--- config.mk ---
export PLATFORM = sky130hd
export DESIGN_NAME = amr_decoder
export DESIGN_NICKNAME = d
export VERILOG_FILES = /design/src/inc/amr_pkg.sv /design/src/rtl/amr_decoder.sv
export SDC_FILE = /design/constraint.sdc
export NUM_CORES = 1
export LEC_CHECK = 0
export ABC_CLOCK_PERIOD_IN_PS = 2700
export BUFFER_PORTS_ARGS = -buffer_cell sky130_fd_sc_hd__buf_2
export CAP_MARGIN = 10
export CELL_PAD_IN_SITES_DETAIL_PLACEMENT = 1
export CELL_PAD_IN_SITES_GLOBAL_PLACEMENT = 1
export CORE_MARGIN = 1.5
export CORE_UTILIZATION = 37
export DETAILED_ROUTE_END_ITERATION = 10
export PLACE_DENSITY_LB_ADDON = 0.2
export SETUP_SLACK_MARGIN = 0.2
export SLEW_MARGIN = 20
export SYNTH_ARGS = -nofsm -noshare
export SYNTH_HDL_FRONTEND = slang
export SYNTH_SLANG_ARGS = --single-unit
export TNS_END_PERCENT = 100
--- constraint.sdc ---
create_clock -name clk -period 2.7 [get_ports clk]
set_input_delay 0.27 -clock clk [delete_from_list [all_inputs] [get_ports clk]]
set_output_delay 0.27 -clock clk [all_outputs]
set_load 0.005 [all_outputs]
--- src/inc/amr_pkg.sv ---
// Package: constants and types for the accumulator move, return and rotate decoder
// Behaviour
// - Store accumulator into selected file register, flags kept
// - Return word loads accumulator with low byte
// - Return pops stack top into program counter
// - Return takes two cycles, prefetch discarded
// - Rotate left through carry, carry is the only flag that changes
// - Destination bit picks accumulator or file register
package amr_pkg;

	localparam int WORD_W = 12;
	localparam int DATA_W = 8;
	localparam int ADDR_W = 5;
	localparam int PC_W   = 9;

	// Opcode patterns
	localparam logic [6:0]  OP_STORE_HI  = 7'h01;   // 0000 001f ffff, bits 11:5
	localparam logic [3:0]  OP_RETURN_HI = 4'h8;    // 1000 kkkk kkkk, bits 11:8
	localparam logic [5:0]  OP_ROTATE_HI = 6'h0D;   // 0011 01df ffff, bits 11:6
	localparam logic [11:0] OP_IDLE      = 12'h000;
	localparam logic [11:0] OP_OPTION    = 12'h002;

	// Field positions
	localparam int DEST_BIT  = 5;
	localparam int CARRY_BIT = 0;

	// Reset values
	localparam logic [DATA_W-1:0] ACC_RST    = 8'h00;
	localparam logic [DATA_W-1:0] OPTION_RST = 8'hFF;

	typedef struct packed {
		logic              en;
		logic [ADDR_W-1:0] addr;
		logic [DATA_W-1:0] data;
	} amr_file_wr_t;

	typedef struct packed {
		logic            load;
		logic [PC_W-1:0] target;
	} amr_pc_load_t;

	typedef enum logic [0:0] {
		ST_EXEC  = 1'b0,
		ST_FLUSH = 1'b1
	} amr_state_t;

endpackage

--- src/rtl/amr_decoder.sv ---
// Module: decode and execute of store, idle, option, return and rotate words
`timescale 1ns/100ps
module amr_decoder (
	input  wire logic                          clk,
	input  wire logic                          rst,
	input  wire logic                          instr_valid,
	input  wire logic [amr_pkg::WORD_W-1:0]    instr,
	input  wire logic [amr_pkg::DATA_W-1:0]    file_rd_data,
	input  wire logic [amr_pkg::PC_W-1:0]      stack_top_entry,
	input  wire logic                          carry_in,
	output amr_pkg::amr_file_wr_t              file_wr,
	output logic      [amr_pkg::ADDR_W-1:0]    file_rd_addr,
	output logic      [amr_pkg::DATA_W-1:0]    accumulator,
	output logic      [amr_pkg::DATA_W-1:0]    option_reg,
	output logic                               carry_wr,
	output logic                               carry_out,
	output amr_pkg::amr_pc_load_t              pc_load,
	output logic                               stack_pop,
	output logic                               flush,
	output logic                               busy
);
	import amr_pkg::*;

	// ----------------------------------------
	// Decode
	// ----------------------------------------
	amr_state_t state;
	amr_state_t next_state;
	logic       is_store;
	logic       is_return;
	logic       is_rotate;
	logic       is_option;
	logic       take;
	logic [DATA_W-1:0] rotated;

	assign take      = instr_valid && (state == ST_EXEC);
	assign is_store  = take && (instr[11:5] == OP_STORE_HI);
	assign is_return = take && (instr[11:8] == OP_RETURN_HI);
	assign is_rotate = take && (instr[11:6] == OP_ROTATE_HI);
	assign is_option = take && (instr == OP_OPTION);
	// Operand read address follows the word in flight
	assign rotated   = {file_rd_data[DATA_W-2:0], carry_in};

	// ----------------------------------------
	// Next values
	// ----------------------------------------
	amr_file_wr_t      next_file_wr;
	logic [ADDR_W-1:0] next_file_rd_addr;
	logic [DATA_W-1:0] next_accumulator;
	logic [DATA_W-1:0] next_option_reg;
	logic              next_carry_wr;
	logic              next_carry_out;
	amr_pc_load_t      next_pc_load;
	logic              next_stack_pop;
	logic              next_flush;
	logic              next_busy;

	always_comb begin
		next_state        = ST_EXEC;
		next_file_wr      = '0;
		next_file_rd_addr = instr[ADDR_W-1:0];
		next_accumulator  = accumulator;
		next_option_reg   = option_reg;
		next_carry_wr     = 1'b0;
		next_carry_out    = carry_out;
		next_pc_load      = '0;
		next_stack_pop    = 1'b0;
		next_flush        = 1'b0;
		next_busy         = 1'b0;
		unique case (state)
			ST_EXEC: begin
				if (is_store) begin
					next_file_wr.en   = 1'b1;
					next_file_wr.addr = instr[ADDR_W-1:0];
					next_file_wr.data = accumulator;
				end
				if (is_return) begin
					next_accumulator    = instr[DATA_W-1:0];
					next_pc_load.load   = 1'b1;
					next_pc_load.target = stack_top_entry;
					next_stack_pop      = 1'b1;
					next_flush          = 1'b1;
					next_busy           = 1'b1;
					next_state          = ST_FLUSH;
				end
				if (is_rotate) begin
					next_carry_wr  = 1'b1;
					next_carry_out = file_rd_data[DATA_W-1];
					if (instr[DEST_BIT]) begin
						next_file_wr.en   = 1'b1;
						next_file_wr.addr = instr[ADDR_W-1:0];
						next_file_wr.data = rotated;
					end else begin
						next_accumulator = rotated;
					end
				end
				if (is_option) begin
					next_option_reg = accumulator;
				end
			end
			ST_FLUSH: begin
				// Prefetched word is dropped; execution resumes next cycle
				next_state = ST_EXEC;
			end
		endcase
	end

	// ----------------------------------------
	// Registers
	// ----------------------------------------
	always_ff @(posedge clk or posedge rst) begin
		if (rst) begin
			state        <= ST_EXEC;
			file_wr      <= '0;
			file_rd_addr <= '0;
			accumulator  <= ACC_RST;
			option_reg   <= OPTION_RST;
			carry_wr     <= 1'b0;
			carry_out    <= 1'b0;
			pc_load      <= '0;
			stack_pop    <= 1'b0;
			flush        <= 1'b0;
			busy         <= 1'b0;
		end else begin
			state        <= next_state;
			file_wr      <= next_file_wr;
			file_rd_addr <= next_file_rd_addr;
			accumulator  <= next_accumulator;
			option_reg   <= next_option_reg;
			carry_wr     <= next_carry_wr;
			carry_out    <= next_carry_out;
			pc_load      <= next_pc_load;
			stack_pop    <= next_stack_pop;
			flush        <= next_flush;
			busy         <= next_busy;
		end
	end
endmodule

Word level (Yosys, flattened, before mapping)

Cells that the tools add are included.

Register bits: 49
Input bits: 33
Output and inout port bits: 50
Word-level logic and storage cells: 38

Eq/ne operators: 4
Mux-type cells: 14
Bitwise logic cells: 1
Reductions and logical operators: 7

Operator list:

| kind                  | number |
|---|---|
| $mux W14              | 4 |
| $mux W8               | 3 |
| $mux W10              | 2 |
| $eq A12 B2 Y1 const B | 1 |
| $eq A7 B1 Y1 const B  | 1 |
| $eq A6 B4 Y1 const B  | 1 |
| $logic_and A1 B1 Y1   | 5 |
| $eq A4 B4 Y1 const B  | 1 |
| $mux W1               | 4 |
| $reduce_and A2 Y1     | 2 |
| $pmux W1 S2           | 1 |
| $not A1 Y1            | 1 |

Depth between registers and ports, before layout

Gate-level depths: netlist of run 1.

Depth after elaboration: 7
Depth in mapped cells: 5
Mapped depth without buffers: 5

Least setup slack after synthesis of run 1

OpenSTA, ideal clock, no wires.

Path type: register to register
Start: reg busy (netlist name)
End: reg option_reg[0] in the netlist's numbering
Setup time: 0.082 ns
Arrival time: 1.542 ns
Data required time: 2.618 ns
Path slack: 1.075 ns
Stages on the path, launching flop included: 6
Buffers on the path: 1
Period minus slack after synthesis: 1.625 ns
Path through: dfrtp_1 nor3b_2 nand2_1 or3_1 buf_6 mux2_4

RTL lines:

| what                   | line               | RTL |
|---|---|---|
| end signal: assignment | amr_decoder.sv:129 | `option_reg <= next_option_reg;` |
| end: declaration       | amr_decoder.sv:14  | `output logic [amr_pkg::DATA_W-1:0] option_reg,` |

==> results of run 1 <==
==> power by group through the flow <==
stage / clock (W) / sequential, W / combinational (W)
global route: 0.000443 / 0.000790 / 0.000157
detailed placement: 0 / 0.000796 / 0.000143
CTS: 0.000413 / 0.000784 / 0.000143
floorplan: 0 / 0.000792 / 0.0000543
finish: 0.000405 / 0.000782 / 0.000140
global placement: 0 / 0.000795 / 0.000138
==> worst register-to-register path, delay by kind of cell (launching register included) <==
family | cells | cell delay, ns
mux | 1 | 0.38
simple gates | 3 | 1.00
flops | 1 | 0.44
==> area by class of cell <==
cell class / instances / area [um2] / share of cell area
clock buffers: 7 / 76.3 / 0.0337
clock inverters: 1 / 5.00 / 0.00221
flip-flops and latches: 47 / 1190 / 0.523
inverters: 2 / 7.51 / 0.00331
repair buffers: 82 / 410 / 0.181
well taps: 52 / 65.1 / 0.0287
multi-input cells: 72 / 517 / 0.228
==> cell usage in the layout (no fill, tap or decap), drive strengths merged, types with 4 or more instances in the layout <==
master  netlist  final
mux2          9      9
nor2         12     12
and2         14     14
nand3         4      4
dfrtp        39     39
a21oi         8      8
a22o          8      8
clkbuf        1      7
dfstp         8      8
buf           5     82
o22ai         7      7
==> logic make-up (layout without fill, tap and decap cells) <==
kind of cell    after synthesis  count (layout)  share of synthesized area
compound gates               25              25                     0.0985
mux                           9               9                     0.0749
simple gates                 38              38                      0.121
buf+inv                       8              92                     0.0285
flops                        47              47                      0.677
==> metal layers <==
metal / vias to the layer above / track usage / part of all wire
met1: 656 / 0.209 / 0.40
met2: 53 / 0.324 / 0.53
met5: - / 0 / 0
li1: 607 / - / -
met4: 0 / 0.0503 / 0.0089
met3: 4 / 0.0422 / 0.061
==> worst max-delay path by stage <==
stage	to	from	slack, ns
finish	option_reg[5]	busy	0.81
global route	accumulator[1]	busy	0.59
CTS	option_reg[5]	busy	0.79
detailed placement	option_reg[0]	instr[6]	0.79
global placement	option_reg[7]	instr[6]	0.83
floorplan	option_reg[0]	busy	1.08
==> per-stage QoR <==
step                utilization  hold slack [ns]  setup slack [ns]  instance area [um2]  total power [W]
detailed placement        0.492            0.429             0.790                 2190         0.000938
global route              0.510            0.122             0.594                 2270          0.00139
finish                    0.510            0.126             0.807                 2270          0.00133
global placement          0.492            0.431             0.833                 2190         0.000932
CTS                       0.510            0.120             0.792                 2270          0.00134
floorplan                     -            0.301              1.08                 1750         0.000846
==> key figures, run 1 <==
Hold path
  • HP Class: primary input to register
  • Worst hold path cell count: 1
  • WHS Endpoint: file_rd_addr[4]
  • Hold path start: instr[4]

Power and ir drop
  • Clock share of power: 0.305
  • Internal power: 0.000995 W
  • Max VDD drop: 239 uV
  • LEAKAGE: 1.25 nW
  • Gate power share: 0.106
  • Psw: 0.000331 W
  • Seq pwr share: 0.589
  • Sw Ratio: 0.250
  • Power Density: 585 nW/um2

Clock tree
  • Setup bufs post-CTS: 0
  • Hold Buf Count CTS: 0
  • Worst-path clk slew: 0.08 ns
  • H-Tree Depth: 2
  • Worst skew pair latency: 0.29 ns
  • CTS Buf Count: 5
  • Clock tree buffer depth: 2
  • Post-CTS resize count: 0
  • Clk sinks: 47
  • Root Buffer: clkbuf_8
  • TritonCTS clock tree: yes

Global route
  • First-pass GRT wire length: 7130 um
  • Total gr overflow: 0
  • Initial antenna violation count: 0
  • Tot GR Track Use: 0.178
  • Largest net degree at the start of global routing: 48
  • Vias in the first global route: 1450

Critical path
  • Peak fanout along the critical path: 8
  • RR Endpoint: option_reg[5]
  • Crit. End Element: register
  • Crit path cell chain: nor3b_2 -> nand2_1 -> or3_1 -> mux2_4
  • CP top delay family: simple AND/OR/NAND/NOR gates
  • Slowest cell on the critical path: or3_1
  • Critical path type: register to register
  • Stages on worst setup path: 4
  • Worst reg-to-reg path cell count: 4
  • Worst R2R Setup Slack: 0.81 ns
  • CP required: 2.92 ns
  • Crit-path max cell delay: 0.57 ns
  • R2R Path Start: busy
  • CP bufs+invs: 0
  • Crit path launch type: register
  • CP arrival: 2.12 ns

Synthesis
  • EDFF count, synth: 0
  • Top-count cell post-synth: dfrtp_1
  • Syn nets: 160
  • Synth top cells by count: dfrtp_1, and2_1, nor2_1
  • Synth unique cells: 24
  • Syn Area/Cell: 13.8 um2
  • Seq cells post-synth: 47
  • Asr flop ratio synth: 1.00
  • Syn Std Cell Area: 1750 um2
  • Post-synthesis sequential area ratio: 0.677
  • Mapped Cells: 127
  • Most used flip-flop cell after synthesis: dfrtp_1
  • Synth top area cells: dfrtp_1, dfstp_2, mux2_4
  • Leading area contributor after synthesis: dfrtp_1
  • Synth top area share: 0.557
  • Synth warnings: 0

Place
  • IO Port Bufs: 82
  • DP Wirelength: 3170 um
  • RD Place Congestion: 0.814
  • Cells after DPL: 255

Finish
  • Area Growth Syn to Fin: 29.3%
  • Nets: 243
  • Fill cell count: 521
  • Largest regs: file_wr: 14 flops, pc_load: 9 flops
  • Layout cells sized above 1: 0.517
  • Max reg flops: 14
  • Antenna Cells: 0
  • Non-filler cells, final: 263
  • Largest Register: file_wr

STA
  • RSZ-0062 raised after global routing: no
  • Slew @ Worst Pin: 0.955 ns
  • Final setup viols: 0
  • Post-route clock skew: 0.00510 ns
  • Rel. slew slack: 0.363
  • Final Hold Viols: 0
  • Max Freq: 528 MHz
  • Setup tns final: 0 ns
  • Pins Over Slew Limit: 0
  • Min cycle time layout: 1.89 ns
  • Final worst-path cycle share: 0.701

Floorplan
  • I/O Pins: 83
  • Overall die width: 71.8 um
  • Die height: 71.8 um
  • Cell Rows: 24
  • Starting density of the core: 0.394
  • Placeable Area: 4440 um2
  • Total Die Area: 5160 um2

Drt
  • DR WL/cell: 16.2 um
  • Residual DRC: 0
  • Via-per-instance ratio: 5.02
  • Antenna-violating nets left: 0
  • DR iter-0 viols: 69
  • Vias: 1320
  • Number of detailed-route iterations in the first pass: 6
  • Drt total wl: 4260 um

Run
  • Max_cap viols: 0

Status
  • Status: finished clean
Note: power is estimated with default switching activity, not from simulation.
==> inputs of run 2 (changes only) <==
--- a/config.mk
+++ b/config.mk
@@ -5,13 +5,13 @@
 export SDC_FILE = /design/constraint.sdc
 export NUM_CORES = 1
 export LEC_CHECK = 0
-export ABC_CLOCK_PERIOD_IN_PS = 2700
+export ABC_CLOCK_PERIOD_IN_PS = 1700
 export BUFFER_PORTS_ARGS = -buffer_cell sky130_fd_sc_hd__buf_2
 export CAP_MARGIN = 10
 export CELL_PAD_IN_SITES_DETAIL_PLACEMENT = 1
 export CELL_PAD_IN_SITES_GLOBAL_PLACEMENT = 1
 export CORE_MARGIN = 1.5
-export CORE_UTILIZATION = 37
+export CORE_UTILIZATION = 31
 export DETAILED_ROUTE_END_ITERATION = 10
 export PLACE_DENSITY_LB_ADDON = 0.2
 export SETUP_SLACK_MARGIN = 0.2
==> constraint.sdc (replaced) <==
create_clock -name clk -period 1.7 [get_ports clk]
set_input_delay 0.17 -clock clk [delete_from_list [all_inputs] [get_ports clk]]
set_output_delay 0.17 -clock clk [all_outputs]
set_load 0.005 [all_outputs]
==> run 2 against run 1 <==
  * Clock power up 66%
  * Critical endpoint unchanged
  * Core utilization down 6.1 points
  * Critical path type unchanged
  * Hold slack worse by 0.098 ns
  * Count of clock-buffer cells in the layout unchanged
  * Highest routed layer unchanged
  * Global-route usage down 2.2 points
==> key figures, run 2 (synthesized netlist as in run 1, its figures left out) <==
Status
  • Status: finished clean

Power and ir drop
  • Sw Ratio: 0.240 (-0.00939)
  • Internal power: 0.00163 W (+64%)
  • Gate power share: 0.113 (+0.007)
  • Clock share of power: 0.312 (+0.007)
  • Psw: 0.000517 W (+56%)
  • Max VDD drop: 377 uV (+58%)
  • Seq pwr share: 0.575 (-0.014)
  • Power Density: 875 nW/um2 (+49%)
  • LEAKAGE: 1.34 nW (+7.3%)

Finish
  • Fill cell count: 640 (+23%)
  • Commonest non-fill, non-tap cells in the layout: buf_2, dfrtp_1, and2_1
  • Largest regs: file_wr: 14 flops, pc_load: 9 flops
  • Non-filler cells, final: 299 (+14%)
  • Reg area: 1190 um2 (unchanged)
  • Area Growth Syn to Fin: 40.3%
  • Most common cell after layout, fill and taps aside: buf_2
  • Max reg flops: 14 (unchanged)
  • Nets: 259 (+6.6%)
  • Antenna Cells: 0 (unchanged)
  • Multi-input combinational cell area: 531 um2 (+2.7%)
  • Largest Register: file_wr
  • Layout cells sized above 1: 0.568 (+0.0517)

STA
  • Post-route clock skew: 0.00140 ns (-0.00371 ns)
  • Setup tns final: 0 ns (unchanged)
  • Slack of the critical path: 0.155 ns (-0.652 ns)
  • RSZ-0062 raised after global routing: yes
  • Max Freq: 647 MHz (+23%)
  • Pins Over Slew Limit: 0 (unchanged)
  • Final setup viols: 0 (unchanged)
  • Slew @ Worst Pin: 0.484 ns (-0.470 ns)
  • Min cycle time layout: 1.54 ns (-0.348 ns)
  • Rel. slew slack: 0.677 (+0.314)
  • Final worst-path cycle share: 0.909 (+0.208)
  • Final Hold Viols: 0 (unchanged)

Drt
  • Residual DRC: 0 (unchanged)
  • Via-per-instance ratio: 4.58 (-8.7%)
  • Drt total wl: 4560 um (+7.2%)
  • Vias: 1370 (+3.8%)
  • DR WL/cell: 15.3 um (-5.7%)
  • Antenna-violating nets left: 0 (unchanged)
  • DR iter-0 viols: 17 (-75%)
  • Number of detailed-route iterations in the first pass: 4 (-2)

Run
  • Max_cap viols: 0 (unchanged)

Place
  • Cells after DPL: 288 (+13%)
  • DP Wirelength: 3600 um (+13%)
  • Pre-CTS setup slack: 0.0549 ns (-0.735 ns)
  • RD Place Congestion: 0.823 (+1.2%)
  • IO Port Bufs: 82 (unchanged)

Global route
  • Met3 GRT Util: 0.0442 (+0.00199)
  • First-pass GRT wire length: 7360 um (+3.3%)
  • GR Util met2: 0.265 (-0.0589)
  • Total gr overflow: 0 (unchanged)
  • Initial antenna violation count: 0 (unchanged)
  • Tot GR Track Use: 0.156 (-0.0218)
  • Largest net degree at the start of global routing: 27 (-44%)
  • Most Used Layer, Global Route: met2
  • Met1 Use GR: 0.190 (-0.0186)
  • Vias in the first global route: 1469 (+1.3%)

Critical path
  • Critical path type: register to register
  • CP arrival: 1.76 ns (-0.36 ns)
  • CP bufs+invs: 1 (+1)
  • Peak fanout along the critical path: 8 (unchanged)
  • Worst R2R Setup Slack: 0.16 ns (-0.65 ns)
  • Slowest cell on the critical path: dfrtp_1
  • Crit. End Element: register
  • Crit path launch type: register
  • Worst reg-to-reg path cell count: 5 (+1)
  • Crit-path max cell delay: 0.39 ns (-0.18 ns)
  • CP Capture Point: option_reg[5]
  • Worst Setup SP: busy
  • Stages on worst setup path: 5 (+1)
  • CP top delay family: simple AND/OR/NAND/NOR gates
  • CP required: 1.92 ns (-1.00 ns)
  • Crit path cell chain: nor3b_2 -> nand2_1 -> or3_1 -> buf_6 -> mux2_4
  • R2R Path Start: busy
  • RR Endpoint: option_reg[5]

Floorplan
  • I/O Pins: 83 (unchanged)
  • Placeable Area: 5470 um2 (+23%)
  • Starting density of the core: 0.320 (-0.0741)
  • Cell Rows: 27 (+13%)
  • Die height: 78.2 um (+8.9%)
  • Total Die Area: 6110 um2 (+19%)
  • Overall die width: 78.2 um (+8.9%)

Clock tree
  • Clock tree buffer depth: 2 (unchanged)
  • Root Buffer: clkbuf_8
  • H-Tree Depth: 2 (unchanged)
  • Worst-path clk slew: 0.08 ns (about the same)
  • Worst skew pair latency: 0.29 ns (about the same)
  • Clk sinks: 47 (unchanged)
  • CTS Buf Count: 5 (unchanged)
  • TritonCTS clock tree: yes

Hold path
  • Worst hold path cell count: 1 (unchanged)
  • HP Class: primary input to register
## run 2: cell count changes in the layout (fill, tap and decap cells not counted), sizes merged
| cell | previous run | this run |
|---|---|---|
| buf | 82 | 97 |
| dlygate4sd3 | 0 | 1 |
## run 2: through the flow
| stage | hold slack, ns | cell area, um2 | util | power (W) |
|---|---|---|---|---|
| 6_report | 0.0276 | 2460 | 0.449 | 0.00215 |
| 3_3_place_gp | 0.209 | 2320 | 0.424 | 0.00149 |
| 4_1_cts | 0.0242 | 2430 | 0.445 | 0.00217 |
| 5_1_grt | 0.0273 | 2460 | 0.449 | 0.00226 |
| 3_5_place_dp | 0.224 | 2320 | 0.424 | 0.00150 |
| 2_1_floorplan | 0.201 | 1750 | - | 0.00134 |
## run 2: worst min path at each step
stage / slack (ns) / endpoint / start
final: 0.03 / file_rd_addr[2] / instr[2]
after global routing: 0.03 / file_rd_addr[3] / instr[3]
after CTS: 0.02 / file_rd_addr[2] / instr[2]
after detailed placement: 0.22 / file_wr[10] / rst
after global placement: 0.21 / file_wr[10] / rst
after floorplan: 0.20 / file_rd_addr[0] / instr[0]
## run 2: metal layers
layer / vias to the layer above / routed length, um
met4: 0 / 113
met1: 664 / 1870
met3: 12 / 291
met5: - / 0
met2: 51 / 2290
li1: 643 / -
## run 2: power by group through the flow
stage | combinational [W] | sequential, W | clock [W]
CTS | 0.000245 | 0.00124 | 0.000691
finish | 0.000242 | 0.00124 | 0.000672
global placement | 0.000233 | 0.00126 | 0
global route | 0.000273 | 0.00125 | 0.000732
detailed placement | 0.000242 | 0.00126 | 0
floorplan | 0.0000863 | 0.00126 | 0
## run 2: cell type report
| type | instances | share of cell area |
|---|---|---|
| multi-input cells | 72 | 0.216 |
| repair buffers | 98 | 0.225 |
| inverters | 2 | 0.00305 |
| well taps | 72 | 0.0366 |
| clock buffers | 7 | 0.0351 |
| clock inverters | 1 | 0.00204 |
| flip-flops and latches | 47 | 0.482 |
## run 2: repair_timing
| item | 4_1_cts | 5_1_grt |
|---|---|---|
| setup endpoints to repair | 12 | 36 |
| buffers inserted | 1 | 1 |
| gates resized for setup | 2 | 5 |
| hold buffers | 1 | 0 |
| endpoints found under the hold margin | 21 | 0 |
